`config.mk`:
```
export PLATFORM = sky130hd
export DESIGN_NAME = channel_status_error_report
export DESIGN_NICKNAME = d
export VERILOG_FILES = /design/src/rtl/chan_status_pkg.sv /design/src/rtl/setup_fault_check.sv /design/src/rtl/cmd_fault_store.sv /design/src/rtl/channel_status_error_report.sv
export SDC_FILE = /design/constraint.sdc
export NUM_CORES = 2
export LEC_CHECK = 0
export ABC_CLOCK_PERIOD_IN_PS = 3100
export BUFFER_PORTS_ARGS = -buffer_cell sky130_fd_sc_hd__buf_2
export CORE_MARGIN = 2
export CORE_UTILIZATION = 46
export CTS_BUF_LIST = sky130_fd_sc_hd__clkbuf_4 sky130_fd_sc_hd__clkbuf_8 sky130_fd_sc_hd__clkbuf_16
export CTS_CLUSTER_DIAMETER = 200
export DETAILED_ROUTE_END_ITERATION = 10
export PLACE_DENSITY = 0.69
export SYNTH_ARGS = -nofsm -noshare
export SYNTH_HDL_FRONTEND = slang
export SYNTH_SLANG_ARGS = --single-unit
```
`constraint.sdc`:
```
create_clock -name CORE_CLK -period 3.1 [get_ports CORE_CLK]
set_input_delay 0.155 -clock CORE_CLK [delete_from_list [all_inputs] [get_ports CORE_CLK]]
set_output_delay 0.155 -clock CORE_CLK [all_outputs]
set_load 0.02 [all_outputs]
```
`src/rtl/chan_status_pkg.sv`:
```
package chan_status_pkg;

    localparam int unsigned ADDR_W = 16;
    localparam int unsigned DATA_W = 16;
    localparam int unsigned CMD_SLOTS = 100;
    localparam int unsigned CMD_IDX_W = 7;
    localparam int unsigned SLAVE_ADDR_W = 4;

    // word offsets of the status block
    localparam logic [15:0] CH3_PRESENT_FAULT_CODE_OFS = 16'h0030;
    localparam logic [15:0] CH3_PREVIOUS_FAULT_CODE_OFS = 16'h0031;
    localparam logic [15:0] CH4_TOP_STATE_OFS = 16'h0032;
    localparam logic [15:0] CH4_LINK_STATE_OFS = 16'h0033;
    localparam logic [15:0] CH4_SLAVE_FAULT_MAP_OFS = 16'h0034;
    localparam logic [15:0] CH4_SLAVE_POLL_MAP_OFS = 16'h0035;
    localparam logic [15:0] CH4_SLAVE_LONGADDR_MAP_OFS = 16'h0036;
    localparam logic [15:0] CH4_ACTIVE_CMD_INDEX_OFS = 16'h0037;
    localparam logic [15:0] CH4_REQUESTS_SENT_OFS = 16'h0038;
    localparam logic [15:0] CH4_RESPONSES_SEEN_OFS = 16'h0039;
    localparam logic [15:0] CH4_SETUP_FAULT_FLAGS_OFS = 16'h003A;
    localparam logic [15:0] CH4_PRESENT_FAULT_CODE_OFS = 16'h003B;
    localparam logic [15:0] CH4_PREVIOUS_FAULT_CODE_OFS = 16'h003C;
    localparam logic [15:0] STATUS_BLOCK_TAG_OFS = 16'h00F9;
    localparam logic [15:0] CMD_FAULT_BASE_OFS = 16'h00FA;

    // reset values
    localparam logic [15:0] WORD_RESET = 16'h0000;
    localparam logic [15:0] CMD_FAULT_BASE_RESET = 16'h0100;
    localparam logic [15:0] STATUS_BLOCK_TAG_RESET = 16'h0000;

    // command status word layout
    localparam int unsigned STAT_COMM_BIT = 15;
    localparam logic [15:0] TIMEOUT_WORD = 16'hFFFF;

    // setup fault bit positions
    localparam int unsigned CFG_ENABLE_BIT = 0;
    localparam int unsigned CFG_HANDHELD_BIT = 1;
    localparam int unsigned CFG_PRIMARY_BIT = 2;
    localparam int unsigned CFG_PREAMBLE_BIT = 3;
    localparam int unsigned CFG_SHORT_RETRY_BIT = 4;
    localparam int unsigned CFG_LONG_RETRY_BIT = 5;
    localparam int unsigned CFG_ERR_RETRY_BIT = 6;
    localparam int unsigned CFG_ERR_POLL_BIT = 7;
    localparam int unsigned CFG_DB_ADDR_BIT = 8;
    localparam int unsigned CFG_CMD_COUNT_BIT = 9;
    localparam int unsigned CFG_ALLOC_CMD_BIT = 10;
    localparam int unsigned CFG_ALLOC_FIXED_BIT = 11;
    localparam int unsigned CFG_ALLOC_BUF_BIT = 12;
    localparam int unsigned CFG_BOARD_BIT = 13;
    localparam int unsigned CFG_INIT_BIT = 14;

    // setting limits
    localparam logic [15:0] PREAMBLE_MIN = 16'h0001;
    localparam logic [15:0] PREAMBLE_MAX = 16'h0032;
    localparam logic [15:0] RETRY_MAX = 16'h0032;
    localparam logic [15:0] ERR_POLL_MAX = 16'h2710;
    localparam logic [7:0] CHAR_YES = 8'h59;
    localparam logic [7:0] CHAR_NO = 8'h4E;

    typedef enum logic [2:0] {
        top_polling = 3'h0,
        top_configuring = 3'h1,
        top_data_poll = 3'h2,
        top_user_poll = 3'h3,
        await_identifier_state = 3'h4
    } top_state_t;

    typedef enum logic [2:0] {
        link_startup = 3'h0,
        link_idle = 3'h1,
        link_tx_pending = 3'h2,
        link_transmit = 3'h3,
        link_receive = 3'h4,
        link_post_tx = 3'h5,
        link_idle_waiting = 3'h6
    } link_state_t;

endpackage : chan_status_pkg

```
`src/rtl/setup_fault_check.sv`:
```
`timescale 1ns/1ps
module setup_fault_check #(
    parameter logic [15:0] DB_WORDS = 16'h0FA0,
    parameter logic [15:0] CMD_MAX = 16'h0064
) (
    input wire logic [7:0] ENABLE_CHAR,
    input wire logic [7:0] HANDHELD_CHAR,
    input wire logic [7:0] PRIMARY_CHAR,
    input wire logic [15:0] PREAMBLES,
    input wire logic [15:0] SHORT_RETRIES,
    input wire logic [15:0] LONG_RETRIES,
    input wire logic [15:0] ERR_RETRIES,
    input wire logic [15:0] ERR_POLL_TIME,
    input wire logic [15:0] DB_STATUS_ADDR,
    input wire logic [15:0] CMD_COUNT,
    input wire logic [4:0] HW_FAULTS,
    output logic [15:0] FLAGS
);
    function automatic logic not_yes_no(input logic [7:0] c);
        not_yes_no = (c != chan_status_pkg::CHAR_YES) && (c != chan_status_pkg::CHAR_NO);
    endfunction : not_yes_no

    always_comb begin
        FLAGS = chan_status_pkg::WORD_RESET;
        FLAGS[chan_status_pkg::CFG_ENABLE_BIT] = not_yes_no(ENABLE_CHAR);
        FLAGS[chan_status_pkg::CFG_HANDHELD_BIT] = not_yes_no(HANDHELD_CHAR);
        FLAGS[chan_status_pkg::CFG_PRIMARY_BIT] = not_yes_no(PRIMARY_CHAR);
        FLAGS[chan_status_pkg::CFG_PREAMBLE_BIT] = (PREAMBLES < chan_status_pkg::PREAMBLE_MIN)
            || (PREAMBLES > chan_status_pkg::PREAMBLE_MAX);
        FLAGS[chan_status_pkg::CFG_SHORT_RETRY_BIT] = SHORT_RETRIES > chan_status_pkg::RETRY_MAX;
        FLAGS[chan_status_pkg::CFG_LONG_RETRY_BIT] = LONG_RETRIES > chan_status_pkg::RETRY_MAX;
        FLAGS[chan_status_pkg::CFG_ERR_RETRY_BIT] = ERR_RETRIES > chan_status_pkg::RETRY_MAX;
        FLAGS[chan_status_pkg::CFG_ERR_POLL_BIT] = ERR_POLL_TIME > chan_status_pkg::ERR_POLL_MAX;
        FLAGS[chan_status_pkg::CFG_DB_ADDR_BIT] = DB_STATUS_ADDR >= DB_WORDS;
        FLAGS[chan_status_pkg::CFG_CMD_COUNT_BIT] = CMD_COUNT > CMD_MAX;
        // memory, board and init failures in bits 10 to 14; bit 15 stays clear
        FLAGS[chan_status_pkg::CFG_INIT_BIT:chan_status_pkg::CFG_ALLOC_CMD_BIT] = HW_FAULTS;
    end

endmodule : setup_fault_check

```
`src/rtl/cmd_fault_store.sv`:
```
`timescale 1ns/1ps
module cmd_fault_store #(
    parameter int unsigned SLOTS = 100,
    parameter int unsigned IDX_W = 7
) (
    input wire logic CORE_CLK,
    input wire logic RESET_N,
    input wire logic WR_EN,
    input wire logic [IDX_W-1:0] WR_IDX,
    input wire logic [15:0] WR_DATA,
    input wire logic [IDX_W-1:0] RD_IDX,
    output logic [15:0] RD_DATA
);
    typedef struct packed {
        logic [SLOTS-1:0][15:0] words;
    } store_t;

    store_t st_r;
    store_t st_nxt;

    always_comb begin
        st_nxt = st_r;
        if (WR_EN && (32'(WR_IDX) < SLOTS)) begin
            st_nxt.words[WR_IDX] = WR_DATA;
        end
    end

    always_ff @(posedge CORE_CLK or negedge RESET_N) begin
        if (!RESET_N) begin
            st_r <= '0;
        end else begin
            st_r <= st_nxt;
        end
    end

    assign RD_DATA = (32'(RD_IDX) < SLOTS) ? st_r.words[RD_IDX] : chan_status_pkg::WORD_RESET;

endmodule : cmd_fault_store

```
`src/rtl/channel_status_error_report.sv`:
```
// Added by the designer: strobed register access.
`timescale 1ns/1ps
// Behaviour
// RL1 - slave fault bitmap, bit n per address; address 0 is ignored and bit 0 held clear
// RL2 - poll membership bitmap, bit zero unused
// RL3 - long address bitmap, bit zero unused
// RL4 - expose channel top state, five values
// RL5 - top states encoded zero through four
// RL6 - expose link state, seven values
// RL7 - active command index, request and response counts
// RL8 - present and previous fault code words
// RL9 - reserved words zero; tag word marks status
// RL10 - one setup fault word per channel
// RL11 - bits 0-2 flag invalid yes/no settings
// RL12 - bits 3-7 flag out-of-range settings
// RL13 - bit 8 database address, bit 9 count
// RL14 - bits 10-12 flag storage allocation failures
// RL15 - bit 13 board absent, 14 init fail
// RL16 - one fault word per command, 0-99
// RL17 - command fault list at configurable base
// RL18 - status word leads returned data block
// RL19 - comm error: top bit, code high, low zero
// RL20 - otherwise command code high, malfunction low
// RL21 - timeout writes 0xFFFF status word
// RL22 - request and response counters wrap around
module channel_status_error_report #(
    parameter logic [15:0] BLOCK_TAG = chan_status_pkg::STATUS_BLOCK_TAG_RESET,
    parameter logic [15:0] DB_WORDS = 16'h0FA0
) (
    input wire logic CORE_CLK,
    input wire logic RESET_N,
    input wire logic [15:0] ADDR,
    input wire logic [15:0] WDATA,
    input wire logic WR,
    input wire logic RD,
    output logic [15:0] RDATA,
    input wire logic [2:0] TOP_STATE,
    input wire logic [2:0] LINK_STATE,
    input wire logic [3:0] SLAVE_ADDR,
    input wire logic FAULT_WE,
    input wire logic FAULT_VAL,
    input wire logic POLL_WE,
    input wire logic POLL_VAL,
    input wire logic LONG_WE,
    input wire logic LONG_VAL,
    input wire logic [6:0] ACTIVE_CMD,
    input wire logic REQ_SENT,
    input wire logic RESP_SEEN,
    input wire logic ERR_REPORT,
    input wire logic [15:0] ERR_CODE,
    input wire logic CH3_ERR_REPORT,
    input wire logic [15:0] CH3_ERR_CODE,
    input wire logic CFG_LOAD,
    input wire logic [7:0] CFG_ENABLE_CHAR,
    input wire logic [7:0] CFG_HANDHELD_CHAR,
    input wire logic [7:0] CFG_PRIMARY_CHAR,
    input wire logic [15:0] CFG_PREAMBLES,
    input wire logic [15:0] CFG_SHORT_RETRIES,
    input wire logic [15:0] CFG_LONG_RETRIES,
    input wire logic [15:0] CFG_ERR_RETRIES,
    input wire logic [15:0] CFG_ERR_POLL_TIME,
    input wire logic [15:0] CFG_DB_STATUS_ADDR,
    input wire logic [15:0] CFG_CMD_COUNT,
    input wire logic ALLOC_CMD_FAIL,
    input wire logic ALLOC_FIXED_FAIL,
    input wire logic ALLOC_BUF_FAIL,
    input wire logic BOARD_ABSENT,
    input wire logic INIT_FAIL,
    input wire logic CMD_DONE,
    input wire logic [6:0] CMD_IDX,
    input wire logic CMD_TIMEOUT,
    input wire logic CMD_COMM_ERR,
    input wire logic [6:0] COMM_CODE,
    input wire logic [6:0] CMD_ERR_CODE,
    input wire logic [7:0] DEV_STATUS,
    output logic [15:0] STATUS_WORD,
    output logic STATUS_VALID
);

    typedef struct packed {
        logic [15:0] rdata;
        logic [15:0] status_word;
        logic status_valid;
        logic [15:0] ch3_present;
        logic [15:0] ch3_previous;
        logic [15:0] present;
        logic [15:0] previous;
        chan_status_pkg::top_state_t top;
        chan_status_pkg::link_state_t link;
        logic [15:0] fault_map;
        logic [15:0] poll_map;
        logic [15:0] long_map;
        logic [6:0] cur_cmd;
        logic [15:0] req_cnt;
        logic [15:0] resp_cnt;
        logic [15:0] setup_flags;
        logic [15:0] err_base;
    } state_t;

    state_t st_r;
    state_t st_nxt;
    logic [15:0] cfg_flags;
    logic [15:0] list_word;
    logic [15:0] list_ofs;
    logic in_list;
    logic [15:0] cmd_word;
    logic store_we;

    // bit zero never names a slave, so it is forced clear
    function automatic logic [15:0] map_update(
        input logic [15:0] map,
        input logic [3:0] slave,
        input logic we,
        input logic val
    );
        logic [15:0] m;
        m = map;
        if (we && (slave != 4'h0)) begin
            m[slave] = val;
        end
        m[0] = 1'b0;
        map_update = m;
    endfunction : map_update

    function automatic logic [15:0] format_status(
        input logic timeout,
        input logic comm_err,
        input logic [6:0] comm_code,
        input logic [6:0] cmd_code,
        input logic [7:0] dev_stat
    );
        if (timeout) begin
            format_status = chan_status_pkg::TIMEOUT_WORD; // see RL21
        end else if (comm_err) begin
            format_status = {1'b1, comm_code, 8'h00}; // see RL19
        end else begin
            format_status = {1'b0, cmd_code, dev_stat}; // see RL20
        end
    endfunction : format_status

    setup_fault_check #(
        .DB_WORDS(DB_WORDS),
        .CMD_MAX(16'(chan_status_pkg::CMD_SLOTS))
    ) u_check (
        .ENABLE_CHAR(CFG_ENABLE_CHAR),
        .HANDHELD_CHAR(CFG_HANDHELD_CHAR),
        .PRIMARY_CHAR(CFG_PRIMARY_CHAR),
        .PREAMBLES(CFG_PREAMBLES),
        .SHORT_RETRIES(CFG_SHORT_RETRIES),
        .LONG_RETRIES(CFG_LONG_RETRIES),
        .ERR_RETRIES(CFG_ERR_RETRIES),
        .ERR_POLL_TIME(CFG_ERR_POLL_TIME),
        .DB_STATUS_ADDR(CFG_DB_STATUS_ADDR),
        .CMD_COUNT(CFG_CMD_COUNT),
        .HW_FAULTS({INIT_FAIL, BOARD_ABSENT, ALLOC_BUF_FAIL, ALLOC_FIXED_FAIL, ALLOC_CMD_FAIL}),
        .FLAGS(cfg_flags)
    );

    // command fault list lives at a software-set base
    assign list_ofs = ADDR - st_r.err_base; // see RL17
    assign in_list = (ADDR >= st_r.err_base)
        && (list_ofs < 16'(chan_status_pkg::CMD_SLOTS)); // see RL16
    assign cmd_word = format_status(CMD_TIMEOUT, CMD_COMM_ERR, COMM_CODE, CMD_ERR_CODE,
        DEV_STATUS);
    assign store_we = CMD_DONE;

    cmd_fault_store #(
        .SLOTS(chan_status_pkg::CMD_SLOTS),
        .IDX_W(chan_status_pkg::CMD_IDX_W)
    ) u_store (
        .CORE_CLK(CORE_CLK),
        .RESET_N(RESET_N),
        .WR_EN(store_we),
        .WR_IDX(CMD_IDX),
        .WR_DATA(cmd_word),
        .RD_IDX(list_ofs[6:0]),
        .RD_DATA(list_word)
    );

    always_comb begin
        st_nxt = st_r;
        st_nxt.status_valid = 1'b0;
        st_nxt.fault_map = map_update(st_r.fault_map, SLAVE_ADDR, FAULT_WE, FAULT_VAL); // see RL1
        st_nxt.poll_map = map_update(st_r.poll_map, SLAVE_ADDR, POLL_WE, POLL_VAL); // see RL2
        st_nxt.long_map = map_update(st_r.long_map, SLAVE_ADDR, LONG_WE, LONG_VAL); // see RL3
        // an undefined code on the input keeps the last legal state
        if (TOP_STATE <= 3'(chan_status_pkg::await_identifier_state)) begin
            st_nxt.top = chan_status_pkg::top_state_t'(TOP_STATE); // see RL4 RL5
        end
        if (LINK_STATE <= 3'(chan_status_pkg::link_idle_waiting)) begin
            st_nxt.link = chan_status_pkg::link_state_t'(LINK_STATE); // see RL6
        end
        st_nxt.cur_cmd = ACTIVE_CMD; // see RL7
        if (REQ_SENT) begin
            st_nxt.req_cnt = st_r.req_cnt + 16'h0001; // see RL7 RL22
        end
        if (RESP_SEEN) begin
            st_nxt.resp_cnt = st_r.resp_cnt + 16'h0001; // see RL7 RL22
        end
        if (ERR_REPORT) begin
            st_nxt.previous = st_r.present; // see RL8
            st_nxt.present = ERR_CODE;
        end
        if (CH3_ERR_REPORT) begin
            st_nxt.ch3_previous = st_r.ch3_present; // see RL8
            st_nxt.ch3_present = CH3_ERR_CODE;
        end
        if (CFG_LOAD) begin
            st_nxt.setup_flags = cfg_flags; // see RL10 RL11 RL12 RL13 RL14 RL15
        end
        if (CMD_DONE) begin
            st_nxt.status_word = cmd_word; // see RL18
            st_nxt.status_valid = 1'b1;
        end
        if (WR && (ADDR == chan_status_pkg::CMD_FAULT_BASE_OFS)) begin
            st_nxt.err_base = WDATA; // see RL17
        end
        st_nxt.rdata = chan_status_pkg::WORD_RESET;
        if (RD) begin
            unique case (ADDR)
                chan_status_pkg::CH3_PRESENT_FAULT_CODE_OFS: begin
                    st_nxt.rdata = st_r.ch3_present;
                end
                chan_status_pkg::CH3_PREVIOUS_FAULT_CODE_OFS: begin
                    st_nxt.rdata = st_r.ch3_previous;
                end
                chan_status_pkg::CH4_TOP_STATE_OFS: begin
                    st_nxt.rdata = {13'h0000, st_r.top};
                end
                chan_status_pkg::CH4_LINK_STATE_OFS: begin
                    st_nxt.rdata = {13'h0000, st_r.link};
                end
                chan_status_pkg::CH4_SLAVE_FAULT_MAP_OFS: begin
                    st_nxt.rdata = st_r.fault_map;
                end
                chan_status_pkg::CH4_SLAVE_POLL_MAP_OFS: begin
                    st_nxt.rdata = st_r.poll_map;
                end
                chan_status_pkg::CH4_SLAVE_LONGADDR_MAP_OFS: begin
                    st_nxt.rdata = st_r.long_map;
                end
                chan_status_pkg::CH4_ACTIVE_CMD_INDEX_OFS: begin
                    st_nxt.rdata = {9'h000, st_r.cur_cmd};
                end
                chan_status_pkg::CH4_REQUESTS_SENT_OFS: begin
                    st_nxt.rdata = st_r.req_cnt;
                end
                chan_status_pkg::CH4_RESPONSES_SEEN_OFS: begin
                    st_nxt.rdata = st_r.resp_cnt;
                end
                chan_status_pkg::CH4_SETUP_FAULT_FLAGS_OFS: begin
                    st_nxt.rdata = st_r.setup_flags;
                end
                chan_status_pkg::CH4_PRESENT_FAULT_CODE_OFS: begin
                    st_nxt.rdata = st_r.present;
                end
                chan_status_pkg::CH4_PREVIOUS_FAULT_CODE_OFS: begin
                    st_nxt.rdata = st_r.previous;
                end
                chan_status_pkg::STATUS_BLOCK_TAG_OFS: begin
                    st_nxt.rdata = BLOCK_TAG; // see RL9
                end
                chan_status_pkg::CMD_FAULT_BASE_OFS: begin
                    st_nxt.rdata = st_r.err_base;
                end
                default: begin
                    // reserved words read zero unless the fault list sits there
                    st_nxt.rdata = in_list ? list_word : chan_status_pkg::WORD_RESET; // see RL9 RL16
                end
            endcase
        end
    end

    always_ff @(posedge CORE_CLK or negedge RESET_N) begin
        if (!RESET_N) begin
            st_r <= '0;
            st_r.err_base <= chan_status_pkg::CMD_FAULT_BASE_RESET;
        end else begin
            st_r <= st_nxt;
        end
    end

    assign RDATA = st_r.rdata;
    assign STATUS_WORD = st_r.status_word;
    assign STATUS_VALID = st_r.status_valid;

    a_fault_map_update: assert property (@(posedge CORE_CLK) disable iff (!RESET_N) // see RL1
        FAULT_WE && (SLAVE_ADDR != 4'h0) |=> st_r.fault_map[$past(SLAVE_ADDR)] == $past(FAULT_VAL))
        else $error("slave fault bit not updated");

    a_map_bit_zero: assert property (@(posedge CORE_CLK) disable iff (!RESET_N) // see RL2
        !st_r.fault_map[0] && !st_r.poll_map[0] && !st_r.long_map[0])
        else $error("bitmap bit zero set");

    a_long_map_update: assert property (@(posedge CORE_CLK) disable iff (!RESET_N) // see RL3
        LONG_WE && (SLAVE_ADDR != 4'h0) ##1 !LONG_WE [*2]
        |-> st_r.long_map[$past(SLAVE_ADDR, 2)] == $past(LONG_VAL, 2))
        else $error("long address bit lost");

    a_top_state_code: assert property (@(posedge CORE_CLK) disable iff (!RESET_N) // see RL5
        RD && (ADDR == chan_status_pkg::CH4_TOP_STATE_OFS) && (TOP_STATE == 3'h4)
        && ($past(TOP_STATE) == 3'h4) |=> RDATA == 16'h0004)
        else $error("top state encoding wrong");

    a_link_state_hold: assert property (@(posedge CORE_CLK) disable iff (!RESET_N) // see RL6
        LINK_STATE > 3'h6 |=> st_r.link == $past(st_r.link))
        else $error("illegal link code taken");

    a_req_count_wrap: assert property (@(posedge CORE_CLK) disable iff (!RESET_N) // see RL22
        REQ_SENT && (st_r.req_cnt == 16'hFFFF) |=> st_r.req_cnt == 16'h0000)
        else $error("request counter did not wrap");

    a_resp_count_step: assert property (@(posedge CORE_CLK) disable iff (!RESET_N) // see RL7
        RESP_SEEN |=> st_r.resp_cnt == 16'($past(st_r.resp_cnt) + 16'h0001))
        else $error("response counter step wrong");

    a_previous_code: assert property (@(posedge CORE_CLK) disable iff (!RESET_N) // see RL8
        ERR_REPORT |=> (st_r.previous == $past(st_r.present)) && (st_r.present == $past(ERR_CODE)))
        else $error("fault code history wrong");

    a_tag_read: assert property (@(posedge CORE_CLK) disable iff (!RESET_N) // see RL9
        RD && (ADDR == chan_status_pkg::STATUS_BLOCK_TAG_OFS) |=> RDATA == BLOCK_TAG)
        else $error("block tag read wrong");

    a_flag_bit15_clear: assert property (@(posedge CORE_CLK) disable iff (!RESET_N) // see RL15
        CFG_LOAD |=> !st_r.setup_flags[15]
        && (st_r.setup_flags[13] == $past(BOARD_ABSENT)))
        else $error("setup flag bits wrong");

    a_timeout_word: assert property (@(posedge CORE_CLK) disable iff (!RESET_N) // see RL21
        CMD_DONE && CMD_TIMEOUT |=> STATUS_VALID && (STATUS_WORD == 16'hFFFF))
        else $error("timeout word missing");

    a_comm_format: assert property (@(posedge CORE_CLK) disable iff (!RESET_N) // see RL19
        CMD_DONE && !CMD_TIMEOUT && CMD_COMM_ERR
        |=> STATUS_WORD[15] && (STATUS_WORD[7:0] == 8'h00))
        else $error("comm error word malformed");

    a_list_readback: assert property (@(posedge CORE_CLK) disable iff (!RESET_N) // see RL16
        CMD_DONE && (CMD_IDX == 7'h00) && !WR ##1 RD && (ADDR == st_r.err_base) && !CMD_DONE
        |=> RDATA == $past(STATUS_WORD))
        else $error("fault list readback wrong");

endmodule : channel_status_error_report

```
; Yosys cells after proc, flatten, opt, wreduce, memory -nomap -nowiden
; Cells that the tools add are included.
[classes]
reduce_logical = 13
mux = 17
eq_ne = 21
order_cmp = 19
n_addsub = 3
[ops]
columns = operator, n
row1 = $bwmux W1600, 1
row2 = $pmux W16 S15, 1
row3 = $eq A16 B6 Y1 const B, 13
row4 = $bmux W16 S7, 1
row5 = $demux W16 S7, 1
row6 = $mux W16, 7
row7 = $gt A16 B6 Y1 const B, 4
row8 = $bwmux W16, 3
row9 = $ne A8 B7 Y1 const B, 6
row10 = $add A16 B1 Y16 const B, 2
row11 = $eq A16 B8 Y1 const B, 2
row12 = $ge A16 B12 Y1 const B, 1
row13 = $ge A16 B16 Y1, 1
row14 = $gt A16 B14 Y1 const B, 1
row15 = $gt A16 B7 Y1 const B, 1
row16 = $lt A16 B1 Y1 const B, 1
row17 = $lt A16 B7 Y1 const B, 1
row18 = $lt A7 B8 Y1 const B, 2
row19 = $sub A16 B16 Y16, 1
row20 = $lt A7 B7 Y1 const B, 2
row21 = $logic_and A1 B1 Y1, 11
row22 = $ge A7 B1 Y1 const B, 1
row23 = $le A3 B3 Y1 const B, 2
row24 = $lt A4 B5 Y1 const B, 1
row25 = 5 further kinds, 6
[totals]
input_bits = 269
word_cells = 190
register_bits = 1818

; Longest topological paths before layout
[logic_depth]
ltp_word = 7
ltp_mapped = 17
ltp_nobuf = 12

; Cells and area by module
; From an unflattened synthesis, not the netlist that was laid out.
[unflattened]
hier_cells = 5529
hier_area_um2 = 84273.3
[modules_own_cells]
columns = mod, n_inst, area_each_um2, cells_per_inst, seq_area_each_um2
row1 = cmd_fault_store, 1, 72753.5, 4493, 40038.4
row2 = channel_status_error_report, 1, 11091.9, 970, 5481.5
row3 = setup_fault_check, 1, 427.9, 66, 0.0

; Worst setup path before layout
; No wires, ideal clock.
[synth_timing]
path_type = input to register
start = input ADDR[0]
end = register st_r, in the netlist RDATA[5]
setup_time_ns = 0.122
path_buffers = 6
slack_ns = -0.295
required_ns = 2.978
cell_stages = 15
arrival_ns = 3.274
cell_sequence = buf_2 -> inv_1 -> clkbuf_1 -> ha_1 -> fa_1 -> buf_4 -> buf_2 -> clkbuf_1 -> clkbuf_1 -> mux4_2 -> nand2_1 -> nand3_1 -> nand4b_1 -> nand4_1 -> a32o_1
[synth_lines]
columns = element, line
row1 = from (decl), channel_status_error_report.sv:32  ; input wire logic [15:0] ADDR,
row2 = to (signal assigned), channel_status_error_report.sv:279  ; st_r <= st_nxt;
row3 = to (decl), channel_status_error_report.sv:100  ; state_t st_r;

==> run metrics <==
cell family with the largest share of critical-path delay adder cells; Critical path destination RDATA[13]; Crit Path Category reg2reg; post-synthesis sequential area ratio 56.2%; maximum clock frequency 277 MHz; CTS Sinks 1818; DIE AREA 179000 um^2; Fin Hold WS 0.0653 ns; Worst Skew 0.0397 ns; outcome finished, violations left; FF+latch count, synth 1818; crit-path cells ha_4, fa_4, buf_12, buf_12, mux4_2, mux4_2, nor3_4, a31oi_4, o211ai_2, nor3_2, o21a_1; number of DRC markers after the initial detailed-route iteration 7201; All-Layer GR Usage 28.5%; Worst setup SP type register; post-route cell area 96900 um^2; Final Hold Viols 0; initial core utilization 46.4%; FILL cells 14.1k; Max-Cap Viols 0; final worst path period share 117%; drt wl/cell 24.4 um; Synth Net Count 7833; Pwr Total 60.6 mW; beginning of the critical path st_r[0]; cell with the most instances after synthesis dfrtp_1; area leader, netlist dfrtp_1; Die Y 423 um; pin count of the biggest net entering global routing 104; die boundary width 423 um; reg2reg start st_r[0]; crit end category register; CTS Root Buffer Type clkbuf_16; clk_lat worst skew 0.85 ns; worst path bufs/invs 2; WP depth 11; WP data arrival 4.34 ns; dpl cells 9952; slew margin rel. 28.6%; first-pass GRT wire length 390 mm; vias per std cell 6.01; Routed Antenna Nets 0; register clock-pin slew on the reported worst setup and hold paths 0.06 ns; Worst EP required 3.83 ns; top cells by area, synth dfrtp_1 (56%), mux4_2 (12%), a21oi_1 (5.6%), nand2_1 (5.2%), o21ai_0 (4.8%); input/output buffers 296; buffer depth of the longest clock path 3; dominant synthesized flop cell dfrtp_1; I/O pins 302; Core ar. 174000 um^2; global route total overflow 0; Detail Placement HPWL 163 mm; violated checks setup timing; CP max stage delay 0.85 ns; Syn Std Cell Area 80900 um^2; # setup viols final 16; post-synth top area share 56.2%; Final Critical Period 3.62 ns; worst slew pin tran 1.07 ns; H-tree depth 4; Worst Hold Class in2reg; cell count after synthesis 7545; R2R depth 11; DR vias 63.1k; Pwr Density 625 nW/um^2; CP Max Fanout 9; non-filler cells, final 10.5k; CTS Buf Count 187; placed inst area 87700 um^2; footprint of the multi-input gates 33100 um^2; Synth Warn # 0; drt total wl 256 mm; vias in the first global route 63.1k; P_leak 43.2 nW; drt drc 0; Critical R2R Capture RDATA[13]; Seq. cell area 45500 um^2; average size of a mapped cell 10.7 um^2; RSZ-0062 raised after global routing true; worst setup margin -0.516 ns; max-slew violation count 0; r2r setup slk -0.52 ns; CTS tree done; row cnt 153; drt pass-1 iters 8; GPL Wtd Cong 0.923; Critical Path Slowest Stage Cell fa_4; initial antenna violation count 25; # nets final 8316; leading cell types by count after synthesis dfrtp_1 (1817), nand2_1 (1116), nor2_1 (1010), a21oi_1 (898), o21ai_0 (783); ys async rst share 100%; number of enable flip-flop cells after synthesis 0; area grow syn2layout 19.9%; Worst VDD drop 0.489 mV; Unique masters post-synth 84; layout cells sized above 1 23.2%
-- power breakdown --
| part | internal (mW) | switching [mW] |
|---|---|---|
| logic | 4.11 | 4.80 |
| registers | 26.6 | 1.67 |
| clock network | 13.6 | 9.85 |
| total | 44.3 | 16.3 |
-- flip-flops by register name, summed over array words and instances, names as in the netlist --
signal and count:
u_store.st_r 1600, STATUS_WORD 16, st_r 185, STATUS_VALID 1
RDATA 16
-- worst min path at each step --
stage	slack, ns	start	cells past startpoint	to
after floorplan	-0.14	RESET_N	0	RDATA[0]
after CTS	0.01	CH3_ERR_REPORT	2	st_r[182]
final	0.07	CH3_ERR_REPORT	2	st_r[177]
after global routing	0.07	CH3_ERR_REPORT	2	st_r[165]
after global placement	0.19	RESET_N	1	st_r[92]
after detailed placement	0.21	RESET_N	1	st_r[92]
-- repair_timing --
item	in CTS	in global routing
cloned	4	3
setup buffers	18	9
hold endpoints to repair	1446	0
endpoints found under the setup margin	16	16
resized for setup	74	49
pin swaps	31	18
hold buffers	182	0
-- final cells by class --
cell class	instances	share of cell area (%)
timing repair buffer	1010	9.21
antenna	9	0.0232
inverter	27	0.105
tap	2325	3.00
clock inverter	58	0.847
clock buffer	272	5.79
multi-input combinational	4984	34.1
sequential	1818	46.9
-- kinds of logic (layout without fill, tap and decap cells) --
group / count (synthesis) / count (layout) / synth area share [%]
flip-flops: 1818 / 1818 / 56.2
XOR/XNOR: 38 / 38 / 0.435
other: 0 / 9 / 0
adder cells (fa/ha/maj): 19 / 19 / 0.303
AND/OR/NAND/NOR: 2444 / 2444 / 12.3
buffers and inverters: 743 / 1367 / 3.94
multiplexers: 614 / 614 / 14.4
AO/OA/AOI/OAI: 1869 / 1869 / 12.4
-- metal layers --
metal | track usage (%) | vias to the layer above | part of all wire, %
met5 | 0 | - | 0.026
met4 | 13.7 | 8 | 5.1
met3 | 6.37 | 636 | 9.7
met2 | 43.9 | 3196 | 46
met1 | 38.3 | 32000 | 39
li1 | - | 27300 | -
-- layout by cell type (no fill, tap or decap), types with 17 or more instances in the layout --
| cell type | Yosys | routed |
|---|---|---|
| clkbuf_4 | 0 | 41 |
| xnor2_1 | 23 | 20 |
| and3_1 | 21 | 19 |
| mux2_2 | 133 | 133 |
| clkbuf_8 | 0 | 42 |
| nand3_1 | 118 | 109 |
| clkinv_2 | 0 | 24 |
| clkbuf_16 | 0 | 192 |
| a221oi_1 | 25 | 25 |
| buf_12 | 0 | 108 |
| inv_1 | 27 | 27 |
| buf_2 | 48 | 295 |
| a21oi_1 | 898 | 885 |
| nand4_1 | 53 | 53 |
| a32oi_1 | 33 | 21 |
| mux4_2 | 427 | 427 |
| nand2_1 | 1116 | 1108 |
| mux2i_1 | 53 | 43 |
| buf_4 | 77 | 398 |
| ha_1 | 18 | 17 |
| nor2_1 | 1010 | 954 |
| dfrtp_1 | 1817 | 1817 |
| nor2_2 | 2 | 56 |
| o21ai_0 | 783 | 781 |
| nor3_1 | 27 | 21 |
| dlygate4sd3_1 | 0 | 181 |
-- through the flow --
step	setup WS (ns)	setup TNS (ns)	utilization, %
after floorplan	0.0122	0	-
final	-0.516	-7.16	55.6
after global routing	-0.578	-7.81	55.6
after CTS	-0.501	-6.59	55.4
after detailed placement	-0.786	-7.18	50.3
after global placement	-0.830	-7.20	50.3
Note: power is estimated with default switching activity, not from simulation.
